<file path="src/tpf_pkg.sv">
// Constants, register map and field layouts of the table pointer flash block.
// Assumes a 20 MHz core clock and a 32-bit AXI4-Lite register bus.
`default_nettype none
package tpf_pkg;
  localparam int PTR_W = 22;
  localparam int LOW_W = 21;
  localparam int NHOLD = 8;
  localparam int CLK_PERIOD_NS = 50;
  localparam int LONG_OP_US = 2000;
  localparam int LONG_OP_CYC = LONG_OP_US * 1000 / CLK_PERIOD_NS;
  localparam logic [7:0] OFS_PTR = 8'h00;
  localparam logic [7:0] OFS_LATCH = 8'h04;
  localparam logic [7:0] OFS_CTRL = 8'h08;
  localparam logic [7:0] OFS_KEY = 8'h0C;
  localparam logic [7:0] OFS_TOP = 8'h10;
  localparam logic [7:0] OFS_STAT = 8'h14;
  localparam logic [7:0] KEY_FIRST = 8'h55;
  localparam logic [7:0] KEY_SECOND = 8'hAA;
  localparam int TOP_WRITE_BIT = 2;
  localparam int STAT_DONE_BIT = 0;
  localparam int STAT_BUSY_BIT = 1;
  localparam int STAT_LONG_BIT = 2;
  localparam logic [1:0] RESP_OK = 2'h0;
  localparam logic [1:0] RESP_ERR = 2'h2;
  localparam int ERASE_LSB = 6;
  localparam int PROG_LSB = 3;
  typedef enum logic [1:0] {
    PU_NONE = 2'h0, PU_POST_INC = 2'h1, PU_POST_DEC = 2'h2, PU_PRE_INC = 2'h3
  } tpf_upd_t;
  typedef enum logic [2:0] {
    ST_IDLE = 3'h1, ST_RD_WAIT = 3'h2, ST_LONG = 3'h4
  } tpf_state_t;
  typedef enum logic [1:0] {
    KS_NONE = 2'h0, KS_FIRST = 2'h1, KS_ARMED = 2'h2
  } tpf_key_t;
  typedef struct packed {
    logic prog_space_select;
    logic config_space_select;
    logic rsvd;
    logic row_erase;
    logic program_abort_flag;
    logic write_enable_bit;
    logic start;
    logic rd;
  } tpf_ctrl_t;
  localparam tpf_ctrl_t CTRL_RST = '0;
endpackage : tpf_pkg
`default_nettype wire

</file>
<file path="src/tpf_top.sv">
// Table pointer, table latch, holding registers and long erase/program timer.
// Assumes a flash array that returns the 16-bit word in the same cycle as the address.
//
// The implementer's own choices: the AXI4-Lite register port and the register offsets.
`default_nettype none
module tpf_top
  import tpf_pkg::*;
#(
  parameter int LONG_OP_CYCLES = LONG_OP_CYC
) (
  input  wire logic                CLK_IN,
  input  wire logic                RST_N_IN,
  input  wire logic                CORE_RST_IN,
  input  wire logic [7:0]          S_AWADDR_IN,
  input  wire logic                S_AWVALID_IN,
  output logic                     S_AWREADY_OUT,
  input  wire logic [31:0]         S_WDATA_IN,
  input  wire logic [3:0]          S_WSTRB_IN,
  input  wire logic                S_WVALID_IN,
  output logic                     S_WREADY_OUT,
  output logic [1:0]               S_BRESP_OUT,
  output logic                     S_BVALID_OUT,
  input  wire logic                S_BREADY_IN,
  input  wire logic [7:0]          S_ARADDR_IN,
  input  wire logic                S_ARVALID_IN,
  output logic                     S_ARREADY_OUT,
  output logic [31:0]              S_RDATA_OUT,
  output logic [1:0]               S_RRESP_OUT,
  output logic                     S_RVALID_OUT,
  input  wire logic                S_RREADY_IN,
  output logic [PTR_W-1:0]         FL_ADDR_OUT,
  input  wire logic [15:0]         FL_RDATA_IN,
  output logic [PTR_W-1:0]         FL_BLOCK_OUT,
  output logic [NHOLD*8-1:0]       FL_WDATA_OUT,
  output logic                     FL_ERASE_OUT,
  output logic                     FL_PROG_OUT,
  output logic                     STALL_OUT
);
  localparam int CW = $clog2(LONG_OP_CYCLES + 1);
  localparam logic [CW-1:0] CNT_LAST = CW'(LONG_OP_CYCLES - 1);

  tpf_state_t       state_reg, state_next;
  tpf_key_t         key_reg, key_next;
  tpf_ctrl_t        ctrl_reg, ctrl_next;
  logic [PTR_W-1:0] ptr_reg, ptr_next, eff;
  logic [PTR_W-1:0] fladdr_reg, fladdr_next, blk_reg, blk_next;
  logic [7:0]       latch_reg, latch_next;
  logic [7:0]       hold_reg [NHOLD];
  logic [7:0]       hold_next [NHOLD];
  logic [CW-1:0]    cnt_reg, cnt_next;
  logic             erase_reg, erase_next, done_reg, done_next;
  logic             bvalid_reg, bvalid_next, rvalid_reg, rvalid_next;
  logic [1:0]       bresp_reg, bresp_next, rresp_reg, rresp_next;
  logic [31:0]      rdata_reg, rdata_next;
  logic             wr_fire, rd_fire, wmapped, in_long;
  tpf_ctrl_t        wctrl;
  tpf_upd_t         mode;

  assign wr_fire = S_AWVALID_IN && S_WVALID_IN && !bvalid_reg;
  assign rd_fire = S_ARVALID_IN && !rvalid_reg;
  assign S_AWREADY_OUT = wr_fire;
  assign S_WREADY_OUT = wr_fire;
  assign S_ARREADY_OUT = rd_fire;
  assign wctrl = tpf_ctrl_t'(S_WDATA_IN[7:0]);
  assign mode = tpf_upd_t'(S_WDATA_IN[1:0]);
  assign in_long = (state_reg == ST_LONG);
  assign wmapped = (S_AWADDR_IN[7:2] <= OFS_STAT[7:2]) && (S_AWADDR_IN[1:0] == 2'h0);

  always_comb begin
    state_next = state_reg;
    key_next = key_reg;
    ctrl_next = ctrl_reg;
    ptr_next = ptr_reg;
    fladdr_next = fladdr_reg;
    blk_next = blk_reg;
    latch_next = latch_reg;
    hold_next = hold_reg;
    cnt_next = cnt_reg;
    erase_next = erase_reg;
    done_next = done_reg;
    bvalid_next = bvalid_reg && !S_BREADY_IN;
    bresp_next = bresp_reg;
    rvalid_next = rvalid_reg && !S_RREADY_IN;
    rresp_next = rresp_reg;
    rdata_next = rdata_reg;
    eff = ptr_reg;
    if (mode == PU_PRE_INC) begin
      eff[LOW_W-1:0] = ptr_reg[LOW_W-1:0] + LOW_W'(1);
    end
    if (wr_fire) begin
      bvalid_next = 1'b1;
      bresp_next = wmapped ? RESP_OK : RESP_ERR;
      // Any write other than the next key step breaks the unlock chain.
      key_next = KS_NONE;
      if (!in_long && S_AWADDR_IN == OFS_KEY && S_WDATA_IN[7:0] == KEY_FIRST) begin
        key_next = KS_FIRST;
      end
      if (!in_long && S_AWADDR_IN == OFS_KEY && S_WDATA_IN[7:0] == KEY_SECOND && key_reg == KS_FIRST) begin
        key_next = KS_ARMED;
      end
      if (!in_long && state_reg == ST_IDLE && wmapped) begin
        unique case (S_AWADDR_IN)
          OFS_PTR: begin
            for (int b = 0; b < 2; b++) begin
              if (S_WSTRB_IN[b]) begin
                ptr_next[b*8 +: 8] = S_WDATA_IN[b*8 +: 8];
              end
            end
            // The upper byte lane carries only the six bits that the pointer really has.
            if (S_WSTRB_IN[2]) begin
              ptr_next[PTR_W-1:16] = S_WDATA_IN[PTR_W-1:16];
            end
          end
          OFS_LATCH: if (S_WSTRB_IN[0]) latch_next = S_WDATA_IN[7:0];
          OFS_CTRL: if (S_WSTRB_IN[0]) begin
            ctrl_next = wctrl;
            ctrl_next.rsvd = 1'b0;
            ctrl_next.rd = 1'b0;
            ctrl_next.start = ctrl_reg.start;
            if (wctrl.start && key_reg == KS_ARMED && wctrl.prog_space_select
                && wctrl.write_enable_bit) begin
              ctrl_next.start = 1'b1;
              state_next = ST_LONG;
              cnt_next = '0;
              erase_next = wctrl.row_erase;
              // Erase ignores bits 5:0 and programming bits 2:0 of the pointer.
              blk_next = wctrl.row_erase ? {ptr_reg[PTR_W-1:ERASE_LSB], 6'h00}
                                         : {ptr_reg[PTR_W-1:PROG_LSB], 3'h0};
            end
          end
          OFS_TOP: begin
            unique case (mode)
              PU_POST_INC: ptr_next[LOW_W-1:0] = ptr_reg[LOW_W-1:0] + LOW_W'(1);
              PU_POST_DEC: ptr_next[LOW_W-1:0] = ptr_reg[LOW_W-1:0] - LOW_W'(1);
              PU_PRE_INC: ptr_next = eff;
              PU_NONE: ptr_next = ptr_reg;
            endcase
            if (S_WDATA_IN[TOP_WRITE_BIT]) begin
              hold_next[eff[2:0]] = latch_reg;
            end else begin
              fladdr_next = eff;
              state_next = ST_RD_WAIT;
            end
          end
          default: ;
        endcase
      end
      if (S_AWADDR_IN == OFS_STAT && S_WSTRB_IN[0] && S_WDATA_IN[STAT_DONE_BIT]) begin
        done_next = 1'b0;
      end
    end
    if (state_reg == ST_RD_WAIT) begin
      latch_next = fladdr_reg[0] ? FL_RDATA_IN[15:8] : FL_RDATA_IN[7:0];
      state_next = ST_IDLE;
    end
    if (in_long) begin
      cnt_next = cnt_reg + CW'(1);
      if (cnt_reg == CNT_LAST) begin
        state_next = ST_IDLE;
        ctrl_next.start = 1'b0;
        if (erase_reg) begin
          ctrl_next.row_erase = 1'b0;
        end
        done_next = 1'b1;
        erase_next = 1'b0;
      end
    end
    if (CORE_RST_IN) begin
      if (in_long) begin
        ctrl_next.program_abort_flag = 1'b1;
      end
      ctrl_next.start = 1'b0;
      ctrl_next.row_erase = 1'b0;
      ctrl_next.write_enable_bit = 1'b0;
      state_next = ST_IDLE;
      key_next = KS_NONE;
      erase_next = 1'b0;
      ptr_next = '0;
      latch_next = '0;
    end
    if (rd_fire) begin
      rvalid_next = 1'b1;
      rresp_next = RESP_OK;
      rdata_next = '0;
      unique case (S_ARADDR_IN)
        OFS_PTR: rdata_next[PTR_W-1:0] = ptr_reg;
        OFS_LATCH: rdata_next[7:0] = latch_reg;
        OFS_CTRL: rdata_next[7:0] = ctrl_reg;
        OFS_KEY: rdata_next = '0;
        OFS_TOP: rdata_next = '0;
        OFS_STAT: begin
          rdata_next[STAT_DONE_BIT] = done_reg;
          rdata_next[STAT_BUSY_BIT] = (state_reg != ST_IDLE);
          rdata_next[STAT_LONG_BIT] = in_long;
        end
        default: rresp_next = RESP_ERR;
      endcase
    end
  end

  always_ff @(posedge CLK_IN or negedge RST_N_IN) begin
    if (!RST_N_IN) begin
      state_reg <= ST_IDLE;
      key_reg <= KS_NONE;
      ctrl_reg <= CTRL_RST;
      ptr_reg <= '0;
      fladdr_reg <= '0;
      blk_reg <= '0;
      latch_reg <= '0;
      hold_reg <= '{default: '0};
      cnt_reg <= '0;
      erase_reg <= 1'b0;
      done_reg <= 1'b0;
      bvalid_reg <= 1'b0;
      bresp_reg <= RESP_OK;
      rvalid_reg <= 1'b0;
      rresp_reg <= RESP_OK;
      rdata_reg <= '0;
    end else begin
      state_reg <= state_next;
      key_reg <= key_next;
      ctrl_reg <= ctrl_next;
      ptr_reg <= ptr_next;
      fladdr_reg <= fladdr_next;
      blk_reg <= blk_next;
      latch_reg <= latch_next;
      hold_reg <= hold_next;
      cnt_reg <= cnt_next;
      erase_reg <= erase_next;
      done_reg <= done_next;
      bvalid_reg <= bvalid_next;
      bresp_reg <= bresp_next;
      rvalid_reg <= rvalid_next;
      rresp_reg <= rresp_next;
      rdata_reg <= rdata_next;
    end
  end

  for (genvar i = 0; i < NHOLD; i++) begin : g_hold
    assign FL_WDATA_OUT[i*8 +: 8] = hold_reg[i];
  end

  assign S_BVALID_OUT = bvalid_reg;
  assign S_BRESP_OUT = bresp_reg;
  assign S_RVALID_OUT = rvalid_reg;
  assign S_RRESP_OUT = rresp_reg;
  assign S_RDATA_OUT = rdata_reg;
  assign FL_ADDR_OUT = fladdr_reg;
  assign FL_BLOCK_OUT = blk_reg;
  assign FL_ERASE_OUT = in_long && erase_reg;
  assign FL_PROG_OUT = in_long && !erase_reg;
  // The core is held during the read turn-around as well, so a latch read never returns stale data.
  assign STALL_OUT = (state_reg != ST_IDLE);

  logic top_op;
  assign top_op = wr_fire && S_AWADDR_IN == OFS_TOP && state_reg == ST_IDLE && !CORE_RST_IN;
endmodule // tpf_top
`default_nettype wire
</file>
<file path="config.mk">
export PLATFORM = sky130hd
export DESIGN_NAME = tpf_top
export DESIGN_NICKNAME = d
export VERILOG_FILES = /design/src/tpf_pkg.sv /design/src/tpf_top.sv
export SDC_FILE = /design/constraint.sdc
export NUM_CORES = 1
export LEC_CHECK = 0
export BUFFER_PORTS_ARGS = -buffer_cell sky130_fd_sc_hd__buf_2
export CORE_ASPECT_RATIO = 0.6
export CORE_UTILIZATION = 49
export CTS_CLUSTER_DIAMETER = 150
export DETAILED_ROUTE_END_ITERATION = 6
export GPL_TIMING_DRIVEN = 0
export PLACE_DENSITY = 0.77
export SYNTH_ARGS = -nofsm -noshare
export SYNTH_HDL_FRONTEND = slang
export SYNTH_SLANG_ARGS = --single-unit
</file>
<file path="constraint.sdc">
create_clock -name CLK_IN -period 2.25 [get_ports CLK_IN]
set_input_delay 0.1125 -clock CLK_IN [delete_from_list [all_inputs] [get_ports CLK_IN]]
set_output_delay 0.1125 -clock CLK_IN [all_outputs]
set_load 0.02 [all_outputs]
</file>
* After elaboration in Yosys (flattened, before gate mapping)
Index checks and enable logic that the tools add are counted.
Widths: inputs -> output; s select.
** Word-level totals
- Bits in writable memories :: 0
- Memories kept :: 0
- Register bits :: 195
- Bits in latches :: 0
- Input bits :: 76
- Output and inout bits :: 152
- Bits in read-only memories :: 0
- Logic and storage cells :: 194
** Operators by class
- Shifts and indexed selects :: 0
- Divide/modulo/power cells :: 0
- $add $sub $neg :: 3
- $mul :: 0
- Reductions and logical operators :: 58
- Equality and inequality tests :: 27
- Mux-type cells :: 70
- Bitwise gates (word level) :: 2
- Magnitude comparators :: 3
** Operator list (count)
- $mux 16 :: 6
- $mux 8 :: 9
- $mux 22 :: 3
- $bwmux 64 :: 1
- $pmux 21 s3 :: 1
- $pmux 22 s2 :: 1
- $eq 8x4->1 const B :: 4
- $eq 8x5->1 const B :: 4
- $reduce_and 5->1 :: 6
- $mux 3 :: 9
- $demux 8 s3 :: 1
- $mux 1 :: 22
- $reduce_bool 2->1 :: 11
- $add 21x1->21 const B :: 1
- $mux 21 :: 1
- $sub 21x1->21 const B :: 1
- $logic_and 1x1->1 :: 20
- $mux 5 :: 4
- $reduce_and 4->1 :: 5
- $add 16x1->16 const B :: 1
- $eq 16x16->1 const B :: 1
- $eq 8x3->1 const B :: 2
- $logic_not 8->1 :: 2
- $pmux 5 s3 :: 1
- other kinds (25) :: 46

* Depth between registers and ports, before layout
- Word-level depth :: 13
- Gate-level depth with buffers :: 8
- Depth with buffers taken out :: 7

* Least setup slack after synthesis
Ideal clock, no wire load.
- Path kind :: reg2reg
- Start point :: reg bvalid_reg (netlist: S_BVALID_OUT)
- End point :: reg blk_reg[10] (netlist: FL_BLOCK_OUT[10])
- Buffers on the path :: 1
- Data required time :: 2125 ps
- Period minus slack after synthesis :: 2438 ps
- Path slack :: -188 ps
- Data arrival time :: 2313 ps
- Cell stages (with the launch flop) :: 7
- Library setup time :: 125 ps
- Cell sequence :: dfrtp_1 > nand3b_1 > inv_1 > nand4_1 > nor3_1 > buf_2 > mux2_2
** On the way
- Longest elaborated chain between the ends :: 3
** Ends and longest elaborated chain
- from (decl) :: RTL line tpf_top.sv:52 : logic bvalid_reg, bvalid_next, rvalid_reg, rvalid_next;
- from (signal assigned) :: RTL line tpf_top.sv:231 : bvalid_reg <= bvalid_next;
- $logic_not 1->1 :: RTL line tpf_top.sv:59 : assign wr_fire = S_AWVALID_IN && S_WVALID_IN && !bvalid_reg;
- $logic_and 1x1->1 :: RTL line tpf_top.sv:59
- net S_AWREADY_OUT :: RTL line tpf_top.sv:16 : output logic S_AWREADY_OUT,
- $reduce_and 5->1 (no line)
- to (signal assigned) :: RTL line tpf_top.sv:225 : blk_reg <= blk_next;
- to (decl) :: RTL line tpf_top.sv:46 : logic [PTR_W-1:0] fladdr_reg, fladdr_next, blk_reg, blk_next;
The timed path passes the listed nets, and every way through them passes these cells.
A chain may end at the register's enable or synchronous reset.

* Worst setup path in the final report
- Start point :: reg state_reg[0]
- End point :: reg ptr_reg[17]
** On the way
- Longest elaborated chain between the ends :: 6
- Elaborated cells between the ends (all ways) :: 7
- Classes of those cells :: eq/ne: 2; reduce/logical: 5
** Ends and longest elaborated chain
- from (decl) :: RTL line tpf_top.sv:42 : tpf_state_t state_reg, state_next;
- from (signal assigned) :: RTL line tpf_top.sv:220 : state_reg <= state_next;
- $eq 3x3->1 :: RTL line tpf_top.sv:66 : assign in_long = (state_reg == ST_LONG);
- $logic_not 1->1 :: RTL line tpf_top.sv:101 : if (!in_long && state_reg == ST_IDLE && wmapped) begin
- $logic_and 1x1->1 (*) (2 in series) :: RTL line tpf_top.sv:101
- $reduce_bool 2->1 (no line) (*)
- $reduce_and 5->1 (no line) (*)
- to (signal assigned) :: RTL line tpf_top.sv:223 : ptr_reg <= ptr_next;
- to (decl) :: RTL line tpf_top.sv:45 : logic [PTR_W-1:0] ptr_reg, ptr_next, eff;
Every way passes the cells marked *; elsewhere a longest branch is shown, timed or not.

==> summary.txt <==
Critical path
  – Top delay family on crit path: simple AND/OR/NAND/NOR gates
  – CP Class: flip-flop to flip-flop
  – CP bufs+invs: 2
  – Worst path cell trace: nor3b_4, inv_2, buf_6, or4_4, or3_1, mux2_4, nand2_2
  – CP max stage cell: dfstp_2
  – Crit path DAT: 2.69 ns
  – Startpoint types: flip-flop
  – Critical Path Sink Type: flip-flop
  – CP required: 2.63 ns
  – Crit-path max cell delay: roughly 0.54 ns
  – Maximum fanout along the worst path: 6

Layout
  – Nets: 1,259
  – Area Growth Syn to Fin: 29.78%
  – Layout Utilization: ~65%
  – Fin cells: 1,462
  – Most frequent cells in the layout: 202 x buf_2, 185 x dfrtp_1, 76 x nand2_1
  – Share of layout cells above drive strength 1: ~37%
  – Max reg flops: 64
  – Most common cell after layout, fill and taps aside: buf_2

STA
  – Fin. max-slew vios: 0
  – RSZ-0062 raised after global routing: yes
  – Min setup slack post-route: -0.05585 ns
  – Worst-margin pin slew: 1.019 ns
  – Period Utilization, post-route: 102.5%
  – Post-layout min period: approximately 2.3 ns
  – Final hold viol count: 0
  – Setup violators final: 4
  – Final TNS setup: -0.1347 ns
  – Peak Freq: 0.4337 GHz
  – Worst rel slew slack: between 30% and 40%
  – Clock Skews: about 0.013 ns

Clocking
  – Clk Latency, worst-skew pair: 0.44 ns
  – CTS Buf Count: 17
  – CTS Buffer Depth: 2
  – CTS clk-pin slew, worst paths: 0.07 ns
  – H-tree depth: 4
  – Clk root buf: clkbuf_16
  – CTS sink cnt: 190
  – CTS tree: built

Run status
  – Status: complete, but fails checks
  – Failing checks: negative setup slack

Logic synthesis
  – Synth Register Bits: 190
  – Number of synthesized flops with an enable pin: 0
  – Cell area after synthesis: between 0.009 and 0.01 mm^2
  – Share of async-settable or async-resettable flops after synthesis: 100.0%
  – Mapped Cells: 914
  – Synth unique cells: 68
  – Ys Warns: 0
  – Post-synthesis sequential area ratio: between 40 and 50%
  – Avg Inst Size Synth: around 11 um^2
  – Top FF cell, synth: dfrtp_1

Floorplan
  – Die Ht: around 110 um
  – Starting Density: between 50 and 60%
  – Core area: between 0.015 and 0.02 mm^2
  – Die Outline Area: around 0.02 mm^2
  – Chip width: roughly 180 um
  – Number of top-level pins: 228
  – # rows: 39

Placed design
  – Gp weighted congestion: 0.9670
  – Hpwl dp: 20,810 um
  – IO Port Bufs: around 200
  – Placed Cells incl. Taps: 1,394

Global route
  – Grt total ovfl: 0
  – GR Util All Layers: 29.82%
  – Global-route wire length before repair: approximately 46,000 um
  – Number of global-route vias before repair: 7,949
  – Initial antenna violation count: 6
  – Largest net degree at the start of global routing: approximately 110

Detailed routing
  – Routed WL per cell: 20.45 um
  – Met3 WL: around 3000 um
  – Via count of the routed design: about 8,700
  – DRC Markers: 0
  – WL final: between 20,000 and 30,000 um
  – ANT nets after route: 0
  – Vias per cell: approximately 6
  – Pre-antenna DRT Iters: 6
  – DR iter-0 viols: between 900 and 1,000
  – Met1 WL: 13,850 um
  – Top sig layer: met5
  – DR WL met2: 12,480 um

Power and ir drop
  – Power Dens Cells: between 500 and 600 mW/mm^2
  – Leakage: 6.006 nW
  – Max VDD drop: 589.6 uV
  – Design Power: between 0.007 and 0.008 W

Hold path
  – Hold/Removal Path Class: input pin to flip-flop

Job
  – Max Cap Violations: 0
kinds of logic after synthesis:
group | share of synthesized area (%)
compound gates | 13.26
xor+xnor | 1.998
fa+ha+maj | 0.3893
buf+inv | 4.542
flops | 49.33
mux | 13.16
other cells | 0.03889
simple gates | 17.29
through the flow:
stage	hold slack, ns	setup slack (ns)	instance area, um^2
floorplan	-0.1831	-0.005395	9703
global placement	0.2908	-2.455	11030
detailed placement	0.1258	-0.5369	11070
CTS	0.004508	-0.02562	12280
global route	0.01850	-0.09141	12510
finish	0.02308	-0.05585	12510
synthesized netlist by cell type (5+ instances only):
master | count | share of area (%)
nor3_1 | 22 | 1.1
a21oi_1 | 17 | 0.88
a31oi_1 | 6 | 0.39
nand3b_1 | 8 | 0.62
o21a_1 | 6 | 0.47
xnor2_1 | 11 | 1.0
or4_1 | 11 | 0.86
inv_1 | 19 | 0.74
buf_1 | 15 | 0.58
mux2i_1 | 21 | 2.2
mux2_2 | 88 | 10
o21ai_0 | 55 | 2.9
a22o_1 | 23 | 2.1
o31ai_1 | 6 | 0.47
nand4_1 | 16 | 1.0
and3_1 | 10 | 0.65
or3_1 | 8 | 0.52
mux2_1 | 6 | 0.70
nor2_1 | 53 | 2.1
a211oi_1 | 9 | 0.70
a32oi_1 | 7 | 0.64
buf_4 | 17 | 1.3
a22oi_1 | 16 | 1.2
nor4_1 | 12 | 0.78
xor2_1 | 11 | 1.0
nor2_4 | 8 | 0.93
dfrtp_1 | 189 | 49
o2bb2ai_1 | 7 | 0.64
nand3_1 | 30 | 1.6
or2_2 | 5 | 0.32
nand2_1 | 78 | 3.0
o22ai_1 | 5 | 0.32
nand2b_1 | 5 | 0.32
clkbuf_1 | 42 | 1.6
area by class of cell:
type,count,area (um^2)
sequential,190,4761
antenna,3,7.507
buffer,74,374.1
tap,266,332.8
timing repair buffer,238,1464
clock buffer,20,446.7
fill,1522,6615
multi-input combinational,640,4922
clock inverter,12,133.9
inverter,19,71.32
repair_timing:
action                                 CTS  global route
hold buffers                            15             0
pin swaps                               10            12
buffers inserted                        14             9
setup endpoints to repair              170           130
gates resized for setup                 83            40
endpoints found under the hold margin   93             0
per-layer routing:
layer	global-route usage, %	vias up
li1	-	3855
met1	46.06	4281
met2	40.89	473
met3	8.541	44
met4	6.833	6
met5	0	-
power by group:
group	total [W]	internal (W)	switching [W]
registers	0.00348	0.00345	0.0000238
logic	0.000822	0.000277	0.000544
clock network	0.00308	0.00168	0.00140
worst reg2reg max path: stages (launching register included):
cell and delay (ns):
dfstp_2 0.54, nor3b_4 0.26, inv_2 0.11, buf_6 0.14
or4_4 0.52, or3_1 0.33, mux2_4 0.29, nand2_2 0.06
worst paths after layout:
kind                                startpoint        endpoint  slack, ns  cells after the start
worst max register to register    state_reg[0]     ptr_reg[17]      -0.06                      7
worst min-delay path             S_WDATA_IN[5]      key_reg[1]       0.02                      3
max in group asynchronous             RST_N_IN    S_BVALID_OUT       0.99                      3
worst max-delay path              state_reg[0]     ptr_reg[17]      -0.06                      7
min in group asynchronous             RST_N_IN  S_RDATA_OUT[8]       0.24                      2
worst min register to register  S_RRESP_OUT[1]  S_RRESP_OUT[1]       0.48                      2
Power figures use the tool's default switching activity.
